===== config.mk =====
export PLATFORM = sky130hd
export DESIGN_NAME = pc_load_logic
export DESIGN_NICKNAME = d
export VERILOG_FILES = /design/src/core/pc_load_pkg.sv /design/src/core/pc_target_if.sv /design/src/core/pc_load_logic.sv /design/src/core/pc_target_calc.sv
export SDC_FILE = /design/constraint.sdc
export NUM_CORES = 1
export LEC_CHECK = 0
export ABC_CLOCK_PERIOD_IN_PS = 4800
export BUFFER_PORTS_ARGS = -buffer_cell sky130_fd_sc_hd__buf_2
export CAP_MARGIN = 20
export CORE_UTILIZATION = 45
export CTS_BUF_LIST = sky130_fd_sc_hd__clkbuf_16
export DETAILED_ROUTE_END_ITERATION = 8
export PLACE_DENSITY = 0.73
export SLEW_MARGIN = 10
export SYNTH_ARGS = -nofsm -noshare
export SYNTH_HDL_FRONTEND = slang
export SYNTH_SLANG_ARGS = --single-unit

===== constraint.sdc =====
create_clock -name clk_i -period 4.8 [get_ports clk_i]
set_input_delay 0.48 -clock clk_i [delete_from_list [all_inputs] [get_ports clk_i]]
set_output_delay 0.48 -clock clk_i [all_outputs]
set_load 0.01 [all_outputs]

===== src/core/pc_load_pkg.sv =====
// How it works
// - program counter is fifteen bits wide
// - low byte readable and writable by software
// - upper bits loaded from high latch, except step and branch carries and bits 10:8 of absolute call
// - any reset clears the whole counter
// - low byte write also loads upper bits
// - computed jump adds offset to low byte
// - absolute call mixes operand and latch bits
// - accumulator call uses accumulator and latch
// - accumulator branch adds unsigned accumulator to next
// - immediate branch adds sign-extended operand to next
// - relative branches span the full width
`default_nettype none
package pc_load_pkg;
	localparam int PC_W = 15;
	localparam int LATCH_W = 7;
	localparam int CALL_OP_W = 11;
	localparam int BRA_OP_W = 9;
	localparam logic [PC_W-1:0] PC_RST = 15'h0000;
	localparam logic [LATCH_W-1:0] LATCH_RST = 7'h00;
	// register byte addresses on apb
	localparam logic [11:0] ADDR_PC_LOW = 12'h000;
	localparam logic [11:0] ADDR_LATCH = 12'h004;
	localparam logic [11:0] ADDR_PC_FULL = 12'h008;
	// operation select from the execute path
	typedef enum logic [2:0] {
		OP_NONE,
		OP_STEP,
		OP_WRITE_LOW,
		OP_ADD_LOW,
		OP_CALL_ABS,
		OP_CALL_ACC,
		OP_BRANCH_ACC,
		OP_BRANCH_IMM
	} pc_op_t;
endpackage
`default_nettype wire


===== src/core/pc_target_if.sv =====
`default_nettype none
// carries one pc computation request and its result
interface pc_target_if;
	import pc_load_pkg::*;
	pc_op_t op;
	logic [PC_W-1:0] pc;
	logic [LATCH_W-1:0] latch;
	logic [7:0] acc;
	logic [CALL_OP_W-1:0] operand;
	logic [PC_W-1:0] target;
	logic load;
	modport req (output op, pc, latch, acc, operand, input target, load);
	modport calc (input op, pc, latch, acc, operand, output target, load);
endinterface
`default_nettype wire


===== src/core/pc_load_logic.sv =====
// Implementation choices: the address map and register access over APB.
`default_nettype none
// program counter with apb view of low byte and high latch
module pc_load_logic
	import pc_load_pkg::*;
(
	input wire logic clk_i,
	input wire logic rst_i,
	input wire logic psel_i,
	input wire logic penable_i,
	input wire logic pwrite_i,
	input wire logic [11:0] paddr_i,
	input wire logic [31:0] pwdata_i,
	output logic [31:0] prdata_o,
	output logic pready_o,
	output logic pslverr_o,
	input wire logic exec_valid_i,
	input wire pc_load_pkg::pc_op_t exec_op_i,
	input wire logic [7:0] acc_i,
	input wire logic [pc_load_pkg::CALL_OP_W-1:0] operand_i,
	output logic [pc_load_pkg::PC_W-1:0] pc_o
);
	import pc_load_pkg::*;

	logic [PC_W-1:0] pc_ff, nxt_pc;
	logic [LATCH_W-1:0] latch_ff, nxt_latch;
	logic [31:0] rdata_ff, nxt_rdata;
	logic err_ff, nxt_err;
	logic wr_acc, rd_acc;
	pc_target_if t ();

	function automatic logic known_addr(input logic [11:0] a);
		known_addr = (a == ADDR_PC_LOW) || (a == ADDR_LATCH) || (a == ADDR_PC_FULL);
	endfunction

	// zero-wait apb: answer in the access cycle itself
	assign wr_acc = psel_i && penable_i && pwrite_i;
	assign rd_acc = psel_i && !penable_i && !pwrite_i;
	assign pready_o = 1'b1;
	assign prdata_o = rdata_ff;
	assign pslverr_o = err_ff;
	assign pc_o = pc_ff;

	// request to the target calculator; apb low-byte write wins over execute
	always_comb begin
		t.pc = pc_ff;
		t.latch = latch_ff;
		t.operand = operand_i;
		t.acc = acc_i;
		t.op = exec_valid_i ? exec_op_i : OP_NONE;
		if (wr_acc && paddr_i == ADDR_PC_LOW) begin
			t.op = OP_WRITE_LOW;
			t.acc = pwdata_i[7:0];
		end
	end

	pc_target_calc u_calc (
		.t(t)
	);

	// next state of counter, latch and read data
	always_comb begin
		nxt_pc = t.load ? t.target : pc_ff;
		nxt_latch = latch_ff;
		nxt_rdata = rdata_ff;
		nxt_err = 1'b0;
		if (wr_acc && paddr_i == ADDR_LATCH) begin
			nxt_latch = pwdata_i[LATCH_W-1:0];
		end
		// full-pc writes change nothing; upper pc bits stay hidden
		if (wr_acc && paddr_i == ADDR_PC_FULL) begin
			nxt_err = 1'b0;
		end
		// sample read data in setup so it is valid in access
		if (rd_acc) begin
			case (paddr_i)
				ADDR_PC_LOW: nxt_rdata = {24'h000000, pc_ff[7:0]};
				ADDR_LATCH: nxt_rdata = {25'h0000000, latch_ff};
				ADDR_PC_FULL: nxt_rdata = 32'h00000000;
				default: nxt_rdata = 32'h00000000;
			endcase
		end
		if (psel_i && !penable_i) begin
			nxt_err = !known_addr(paddr_i);
		end
	end

	// registers; reset clears the counter
	always_ff @(posedge clk_i or posedge rst_i) begin
		if (rst_i) begin
			pc_ff <= PC_RST;
			latch_ff <= LATCH_RST;
			rdata_ff <= 32'h00000000;
			err_ff <= 1'b0;
		end else begin
			pc_ff <= nxt_pc;
			latch_ff <= nxt_latch;
			rdata_ff <= nxt_rdata;
			err_ff <= nxt_err;
		end
	end

	// sequential step lands one edge after the fetch
	a_step_inc: assert property (
		@(posedge clk_i) disable iff (rst_i)
		exec_valid_i && exec_op_i == OP_STEP && !wr_acc
		|=> pc_ff == PC_W'($past(pc_ff) + 15'h0001)
	) else $error("step did not increment");

	// top of program memory rolls over to zero, no sixteenth bit
	a_step_wrap: assert property (
		@(posedge clk_i) disable iff (rst_i)
		exec_valid_i && exec_op_i == OP_STEP && !wr_acc && pc_ff == 15'h7fff
		|=> pc_ff == 15'h0000
	) else $error("step did not wrap");

	// a no-op slot must not move the counter
	a_none_hold: assert property (
		@(posedge clk_i) disable iff (rst_i)
		exec_valid_i && exec_op_i == OP_NONE && !wr_acc
		|=> $stable(pc_ff)
	) else $error("pc moved on empty slot");

	// software low-byte write pulls the upper bits from the latch
	a_low_write: assert property (
		@(posedge clk_i) disable iff (rst_i)
		wr_acc && paddr_i == ADDR_PC_LOW
		|=> pc_ff == {$past(latch_ff), $past(pwdata_i[7:0])}
	) else $error("low write mismatch");

	// bus write wins over a concurrent execute op
	a_apb_over_exec: assert property (
		@(posedge clk_i) disable iff (rst_i)
		wr_acc && paddr_i == ADDR_PC_LOW && exec_valid_i
		|=> pc_ff[7:0] == $past(pwdata_i[7:0])
	) else $error("execute op beat bus write");

	// instruction result written to the low byte
	a_exec_low: assert property (
		@(posedge clk_i) disable iff (rst_i)
		exec_valid_i && exec_op_i == OP_WRITE_LOW && !wr_acc
		|=> pc_ff == {$past(latch_ff), $past(acc_i)}
	) else $error("result write mismatch");

	// computed jump: low byte wraps, never carries upward
	a_add_low: assert property (
		@(posedge clk_i) disable iff (rst_i)
		exec_valid_i && exec_op_i == OP_ADD_LOW && !wr_acc
		|=> pc_ff[14:8] == $past(latch_ff)
		&& pc_ff[7:0] == 8'($past(pc_ff[7:0]) + $past(acc_i))
	) else $error("computed jump mismatch");

	// absolute call mixes operand and latch bits
	a_call_abs: assert property (
		@(posedge clk_i) disable iff (rst_i)
		exec_valid_i && exec_op_i == OP_CALL_ABS && !wr_acc
		|=> pc_ff == {$past(latch_ff[6:3]), $past(operand_i)}
	) else $error("absolute call mismatch");

	// computed call through the accumulator
	a_call_acc: assert property (
		@(posedge clk_i) disable iff (rst_i)
		exec_valid_i && exec_op_i == OP_CALL_ACC && !wr_acc
		|=> pc_ff == {$past(latch_ff), $past(acc_i)}
	) else $error("accumulator call mismatch");

	// unsigned accumulator offset over the full width
	a_branch_acc: assert property (
		@(posedge clk_i) disable iff (rst_i)
		exec_valid_i && exec_op_i == OP_BRANCH_ACC && !wr_acc
		|=> pc_ff == PC_W'($past(pc_ff) + 15'h0001 + {7'h00, $past(acc_i)})
	) else $error("accumulator branch mismatch");

	// signed operand offset, may go backwards across blocks
	a_branch_imm: assert property (
		@(posedge clk_i) disable iff (rst_i)
		exec_valid_i && exec_op_i == OP_BRANCH_IMM && !wr_acc
		|=> pc_ff == PC_W'($past(pc_ff) + 15'h0001
		+ {{6{$past(operand_i[8])}}, $past(operand_i[8:0])})
	) else $error("immediate branch mismatch");

	// with no load source the counter holds
	a_hold_idle: assert property (
		@(posedge clk_i) disable iff (rst_i)
		!exec_valid_i && !wr_acc
		|=> $stable(pc_ff)
	) else $error("pc moved while idle");

	// first edge after any reset still sees zero
	a_reset_clear: assert property (
		@(posedge clk_i)
		$fell(rst_i)
		|-> pc_ff == PC_RST
	) else $error("pc not cleared by reset");

	// low byte read data captured in setup, shown in access
	a_read_low: assert property (
		@(posedge clk_i) disable iff (rst_i)
		rd_acc && paddr_i == ADDR_PC_LOW
		|=> prdata_o == {24'h000000, $past(pc_ff[7:0])}
	) else $error("low byte read mismatch");

	// latch reads back, upper pc bits never do
	a_read_latch: assert property (
		@(posedge clk_i) disable iff (rst_i)
		rd_acc && paddr_i == ADDR_LATCH
		|=> prdata_o == {25'h0000000, $past(latch_ff)}
	) else $error("latch read mismatch");

	// full-pc word hides the upper bits
	a_read_full: assert property (
		@(posedge clk_i) disable iff (rst_i)
		rd_acc && paddr_i == ADDR_PC_FULL
		|=> prdata_o == 32'h00000000
	) else $error("hidden bits leaked on read");

	// unmapped reads return zero
	a_read_unmapped: assert property (
		@(posedge clk_i) disable iff (rst_i)
		rd_acc && !known_addr(paddr_i)
		|=> prdata_o == 32'h00000000
	) else $error("unmapped read not zero");

	// read data stands until the next read setup
	a_rdata_hold: assert property (
		@(posedge clk_i) disable iff (rst_i)
		!rd_acc
		|=> $stable(prdata_o)
	) else $error("read data moved");

	// error flag raised for an unmapped address
	a_err_unmapped: assert property (
		@(posedge clk_i) disable iff (rst_i)
		psel_i && !penable_i && !known_addr(paddr_i)
		|=> pslverr_o
	) else $error("unmapped access not flagged");

	// mapped addresses never flag an error
	a_err_mapped: assert property (
		@(posedge clk_i) disable iff (rst_i)
		psel_i && !penable_i && known_addr(paddr_i)
		|=> !pslverr_o
	) else $error("mapped access flagged");

	// error flag quiet while the bus is idle
	a_err_idle: assert property (
		@(posedge clk_i) disable iff (rst_i)
		!psel_i
		|=> !pslverr_o
	) else $error("error flag while idle");

	// error flag lasts only the access cycle
	a_err_clear: assert property (
		@(posedge clk_i) disable iff (rst_i)
		psel_i && penable_i
		|=> !pslverr_o
	) else $error("error flag outlived access");

	// latch takes the written seven bits
	a_latch_write: assert property (
		@(posedge clk_i) disable iff (rst_i)
		wr_acc && paddr_i == ADDR_LATCH
		|=> latch_ff == $past(pwdata_i[LATCH_W-1:0])
	) else $error("latch write mismatch");

	// latch only changes through its own address
	a_latch_hold: assert property (
		@(posedge clk_i) disable iff (rst_i)
		!(wr_acc && paddr_i == ADDR_LATCH)
		|=> $stable(latch_ff)
	) else $error("latch moved without write");

	// writes to the full-pc word are dropped
	a_full_ignored: assert property (
		@(posedge clk_i) disable iff (rst_i)
		wr_acc && paddr_i == ADDR_PC_FULL && !exec_valid_i
		|=> $stable(pc_ff) && $stable(latch_ff)
	) else $error("full-pc write took effect");

	// a bus read has no side effect on the counter
	a_read_still: assert property (
		@(posedge clk_i) disable iff (rst_i)
		psel_i && !pwrite_i && !exec_valid_i
		|=> $stable(pc_ff)
	) else $error("read moved the pc");

	// every real op asks the calculator for a load
	a_calc_load: assert property (
		@(posedge clk_i) disable iff (rst_i)
		exec_valid_i && exec_op_i != OP_NONE
		|-> t.load
	) else $error("op without load");

	// no load request without a source
	a_calc_idle: assert property (
		@(posedge clk_i) disable iff (rst_i)
		!exec_valid_i && !wr_acc
		|-> !t.load
	) else $error("load without source");

	// main scenarios worth seeing at least once
	c_low_write: cover property (@(posedge clk_i) wr_acc && paddr_i == ADDR_PC_LOW);
	c_branch_back: cover property (@(posedge clk_i)
		exec_valid_i && exec_op_i == OP_BRANCH_IMM && operand_i[8]);
	c_call_acc: cover property (@(posedge clk_i) exec_valid_i && exec_op_i == OP_CALL_ACC);
	c_branch_cross: cover property (@(posedge clk_i) disable iff (rst_i)
		exec_valid_i && exec_op_i == OP_BRANCH_ACC && !wr_acc
		##1 pc_ff[14:8] != $past(pc_ff[14:8]));
	c_write_over_exec: cover property (@(posedge clk_i)
		wr_acc && paddr_i == ADDR_PC_LOW && exec_valid_i);
endmodule
`default_nettype wire


===== src/core/pc_target_calc.sv =====
`default_nettype none
module pc_target_calc
	import pc_load_pkg::*;
(
	pc_target_if.calc t
);
	logic [PC_W-1:0] next_seq;
	logic [PC_W-1:0] imm_ext;
	// next sequential address, wraps in fifteen bits
	assign next_seq = PC_W'(t.pc + 15'h0001);
	assign imm_ext = {{(PC_W-BRA_OP_W){t.operand[BRA_OP_W-1]}}, t.operand[BRA_OP_W-1:0]};
	// target selection per operation
	always_comb begin
		t.target = t.pc;
		t.load = 1'b1;
		case (t.op)
			OP_STEP: t.target = next_seq;
			// result byte arrives in acc; upper from latch only
			OP_WRITE_LOW: t.target = {t.latch, t.acc};
			// low byte alone; no carry into upper bits
			OP_ADD_LOW: t.target = {t.latch, 8'(t.pc[7:0] + t.acc)};
			OP_CALL_ABS: t.target = {t.latch[6:3], t.operand[10:0]};
			OP_CALL_ACC: t.target = {t.latch, t.acc};
			OP_BRANCH_ACC: t.target = PC_W'(next_seq + {7'h00, t.acc});
			OP_BRANCH_IMM: t.target = PC_W'(next_seq + imm_ext);
			default: t.load = 1'b0;
		endcase
	end
endmodule
`default_nettype wire


After elaboration in Yosys (flattened, before gate mapping)
Index checks and enable logic that the tools add are counted.

storage, ports and cells
  logic and storage cells = 40
  input port bits = 72
  register bits after elaboration = 55

cells by class
  eq/ne operators = 9
  add/sub/neg operators = 4
  reductions and logical operators = 16
  multiplexer cells = 7

operators by type and width
  operator               count
  $pmux 15 s6            1
  $pmux 8 s2             1
  $add 15x1->15 const B  1
  $add 15x15->15         1
  $add 15x8->15          1
  $eq 12x3->1 const B    1
  $eq 12x4->1 const B    1
  $eq 3x3->1 const B     4
  $logic_not 12->1       1
  $add 8x8->8            1
  $mux 8                 1
  $reduce_or 7->1        1
  $eq 3x2->1 const B     2
  $logic_and 1x1->1      6
  $mux 3                 2
  $reduce_bool 6->1      1
  $eq 3x1->1 const B     1
  $logic_not 1->1        3
  $logic_or 1x1->1       2
  $mux 1                 2
  $reduce_and 2->1       1
  $reduce_or 2->1        1

Longest topological paths before layout
  depth after elaboration = 8
  mapped depth = 17
  mapped depth without buffers = 15

Modules after synthesis
A second synthesis with hierarchy kept.

unflattened totals
  cells, all modules = 459
  area, all modules = 3791.1 µm²

modules (own cells, without submodules)
  module          area an instance (µm²)  cells an instance  times used  sequential area each (µm²)
  pc_target_calc  2127.0                  308                1           0.0
  pc_load_logic   1664.1                  151                1           775.7

Worst setup path before layout
OpenSTA, ideal clock, no wires.

  kind = input to register
  start point = input port paddr_i[1]
  end point = register pc_ff[14], in the netlist pc_o[14]
  required time = 4.662 ns
  stages on the path = 14
  path slack = 0.373 ns
  data arrival time = 4.288 ns
  setup time = 0.138 ns
  buffers on the path = 1
  cell sequence = or4_4 > or4_1 > buf_6 > nand4_1 > mux2_2 > ha_1 > fa_1 > a211oi_1 > o21ai_1 > a211oi_1 > o21ai_0 > a311oi_1 > xnor2_1 > o221ai_1

on the way
  cells in the longest elaborated chain, start to end = 7

RTL lines
  what                                                   RTL line             RTL
  from (decl)                                            pc_load_logic.sv:12  input wire logic [11:0] paddr_i,
  $logic_not 12->1 *                                     pc_load_logic.sv:51  if (wr_acc && paddr_i == ADDR_PC_LOW) begin
  $logic_and 1x1->1 *                                    pc_load_logic.sv:51
  branches (longest 5 deep; another with $add 15x8->15)  n/a
  to (signal assigned)                                   pc_load_logic.sv:96  pc_ff <= nxt_pc;
  to (decl)                                              pc_load_logic.sv:25  logic [PC_W-1:0] pc_ff, nxt_pc;

Every way passes the cells marked *.
A chain may end at the register's enable or synchronous reset.

Worst setup path after layout
Same ends and word-level chain as after synthesis.

==> impl_metrics.tcl <==
set metrics [dict create \
    ir_drop_mv 0.129 \
    finalHoldViolCount 0 \
    worst_setup_path_start_kind "input pin" \
    fmax_ghz 0.222 \
    crit_path_max_fanout 4 \
    endpoint_kind "register" \
    yosysWarnings 0 \
    muxShareOfSynthArea_pct 7.99 \
    hold_class "in2async" \
    r2r-end "pc_o[14]$_DFFE_PP0P_" \
    skew_ns 0.00224 \
    finalSetupTns_ns 0 \
    crit_required_ns 4.92 \
    cts_root_buf "clkbuf_16" \
    reg2reg_from "pc_o[1]$_DFFE_PP0P_" \
    yosys.area_share.simple_pct 20.0 \
    die_w_um 88.7 \
    clk_pin_slew_ns 0.05 \
    finalSetupViolations 0 \
    synth_compound_area_share_pct 21.3 \
    cp.arrival_ns 4.62 \
    stdcell_count 591 \
    grt_max_degree 32 \
    die_y_um 88.7 \
    synth_cell_types 61 \
    cp_top_family "compound AO/OA/AOI/OAI gates" \
    preCtsSetupSlack_ns 0.00921 \
    synth_edf_count 0 \
    drt-total-wl_mm 9.81 \
    r2r_slack_ns 1.10 \
    clock-sinks 31 \
    drive_gt1_share_pct 22.2 \
    layout_min_cycle_time_ns 4.51 \
    cts.repair.resized 0 \
    grt_pass1_vias 3145 \
    max_cap_violations 0 \
    synth_area_per_cell_um2 8.08 \
    syn_inst 419 \
    synthArstFlopShare_pct 100 \
    clk_latency_ns 0.28 \
    maxSlewHeadroom_pct 36.2 \
    start_util_pct 46.7 \
    place.gp.congestion 0.968 \
    r2r_cells 14 \
    power_uw 1120 \
    design_area_mm2 0.00391 \
    cellLeakagePower_uw 0.00186 \
    synth_top_family_by_area "compound AO/OA/AOI/OAI gates" \
    synthAdderAreaFrac_pct 8.58 \
    drtIter0Drc 364 \
    status "finished, final reports clean" \
    ctsHoldBuffers 0 \
    cts_buffers 5 \
    syn_to_final_growth_pct 15.6 \
    crit_buf_inv 3 \
    overflow 0 \
    ant_nets 0 \
    finalMaxSlewViolations 0 \
    placed_cell_area_mm2 0.00378 \
    dp_hpwl_mm 7.77 \
    cts_buffer_depth 2 \
    tightest_slew_ns 0.953 \
    power_density_mw_per_mm2 287 \
    avgRoutedWirePerCell_um 16.6 \
    yosys_register_bits 31 \
    io_pins 121 \
    n_antenna_cell 0 \
    h-tree-depth 2 \
    worstSetupPathType "in2reg" \
    tritoncts "done" \
    drtPass1Iterations 5 \
    track_usage_pct 26.4 \
    slowest_delay_ns 0.54 \
    dieArea_mm2 0.00787 \
    placed_cells 584 \
    netlist_area_mm2 0.00338 \
    grt_pass1_wl_mm 15.7 \
    num_rows 31 \
    portBuffers 71 \
    synthXorXnorAreaFrac_pct 9.54 \
    synth_top_flop_cell "dfrtp_1" \
    postCtsSetupBuffers 0 \
    startpoint "paddr_i[1]" \
    slowest_stage "or4_4" \
    antenna_found_initial 0 \
    worst_slack_ns 0.293 \
    routed-via-count 3389 \
    viasPerCell 5.73 \
    ys_seq_area_share_pct 22.9 \
    crit_chain "buf_2 -> or4_4 -> or4_1 -> buf_4 -> nand2_1 -> nand2_1 -> mux2_2 -> ha_1 -> fa_1 -> a211oi_1 -> o21ai_1 -> a211oi_1 -> buf_4 -> o21ai_0 -> a311oi_1 -> xnor2_1 -> o221ai_1" \
    rsz0062_at_grt "false" \
    core_area_mm2 0.00725 \
    drc 0 \
    nets 586 \
    fin_crit_sh_pct 93.9 \
]
## power by group
part	total [uW]	switching, uW	leakage (uW)	internal [uW]
combinational	493	278	0.00139	215
sequential	334	51.9	0.000409	282
clock	294	108	0.0000671	186
total	1120	438	0.00186	683
## logic make-up after synthesis
kind of cell | Yosys count
flip-flops | 31
adder cells (fa/ha/maj) | 22
buffers and inverters | 57
AND/OR/NAND/NOR | 138
other | 2
multiplexers | 24
AO/OA/AOI/OAI | 109
XOR/XNOR | 36
## registers in the layout, summed over array words and instances, names as in the netlist
register	count
latch_ff	7
pc_o	15
prdata_o	8
pslverr_o	1
## placed cells by master, fill, tap and decap left out, types with 4 or more instances in the layout
master	n
a21oi_1	20
dfrtp_1	31
nand4_1	6
nand3_1	11
a211oi_1	6
o21ai_0	27
mux2i_1	9
nor3_1	6
xnor2_1	28
nor2_1	30
o21bai_1	4
buf_2	71
a221oi_1	4
buf_4	11
o21a_1	4
ha_1	20
a21o_1	4
or4_1	4
clkbuf_16	5
nand2_1	53
inv_1	17
xor2_1	7
conb_1	25
a31oi_1	10
mux2_2	14
a22oi_1	8
## routing by layer
metal,GRT usage [%],vias up,wire [um]
met2,44.1,168,4530
li1,-,1611,-
met4,8.36,0,200
met5,0,-,0
met1,35.1,1594,4330
met3,3.64,16,742
## synth_stat cells, types with 10 or more instances
master   instances  area share, %
nand2_1         53            5.9
dfrtp_1         31             23
nor2_1          30            3.3
xnor2_1         28            7.2
o21ai_0         27            4.0
buf_4           25            5.5
a21oi_1         20            3.0
ha_1            20            7.4
inv_1           17            1.9
mux2_2          14            4.7
nand3_1         11            1.6
a31oi_1         10            1.8
## worst min-delay path: cells and delay by family
| kind | cells | cell delay (ns) |
|---|---|---|
| buffers and inverters | 3 | 0.51 |
## layout make-up
type | instances | area, um2
inverters | 18 | 67.6
flip-flops and latches | 31 | 776
multi-input cells | 354 | 2370
well taps | 99 | 124
clock inverters | 2 | 8.76
repair buffers | 82 | 438
clock buffers | 5 | 125
fillers | 685 | 3340
## through the flow
step / util [%] / hold WS [ns]
3_5_place_dp: 52.1 / 0.469
2_1_floorplan: - / 0.472
4_1_cts: 53.9 / 0.306
5_1_grt: 53.9 / 0.334
3_3_place_gp: 52.1 / 0.459
6_report: 53.9 / 0.290
## worst max-delay path by stage
stage,end,slack [ns],cells after the start
2_1_floorplan,pc_o[14]$_DFFE_PP0P_,0.37,14
3_3_place_gp,pc_o[14]$_DFFE_PP0P_,0.13,17
3_5_place_dp,pc_o[14]$_DFFE_PP0P_,0.009,17
4_1_cts,pc_o[14]$_DFFE_PP0P_,0.29,17
5_1_grt,pc_o[14]$_DFFE_PP0P_,0.11,17
6_report,pc_o[14]$_DFFE_PP0P_,0.29,17
(Power assumes the default switching activity.)
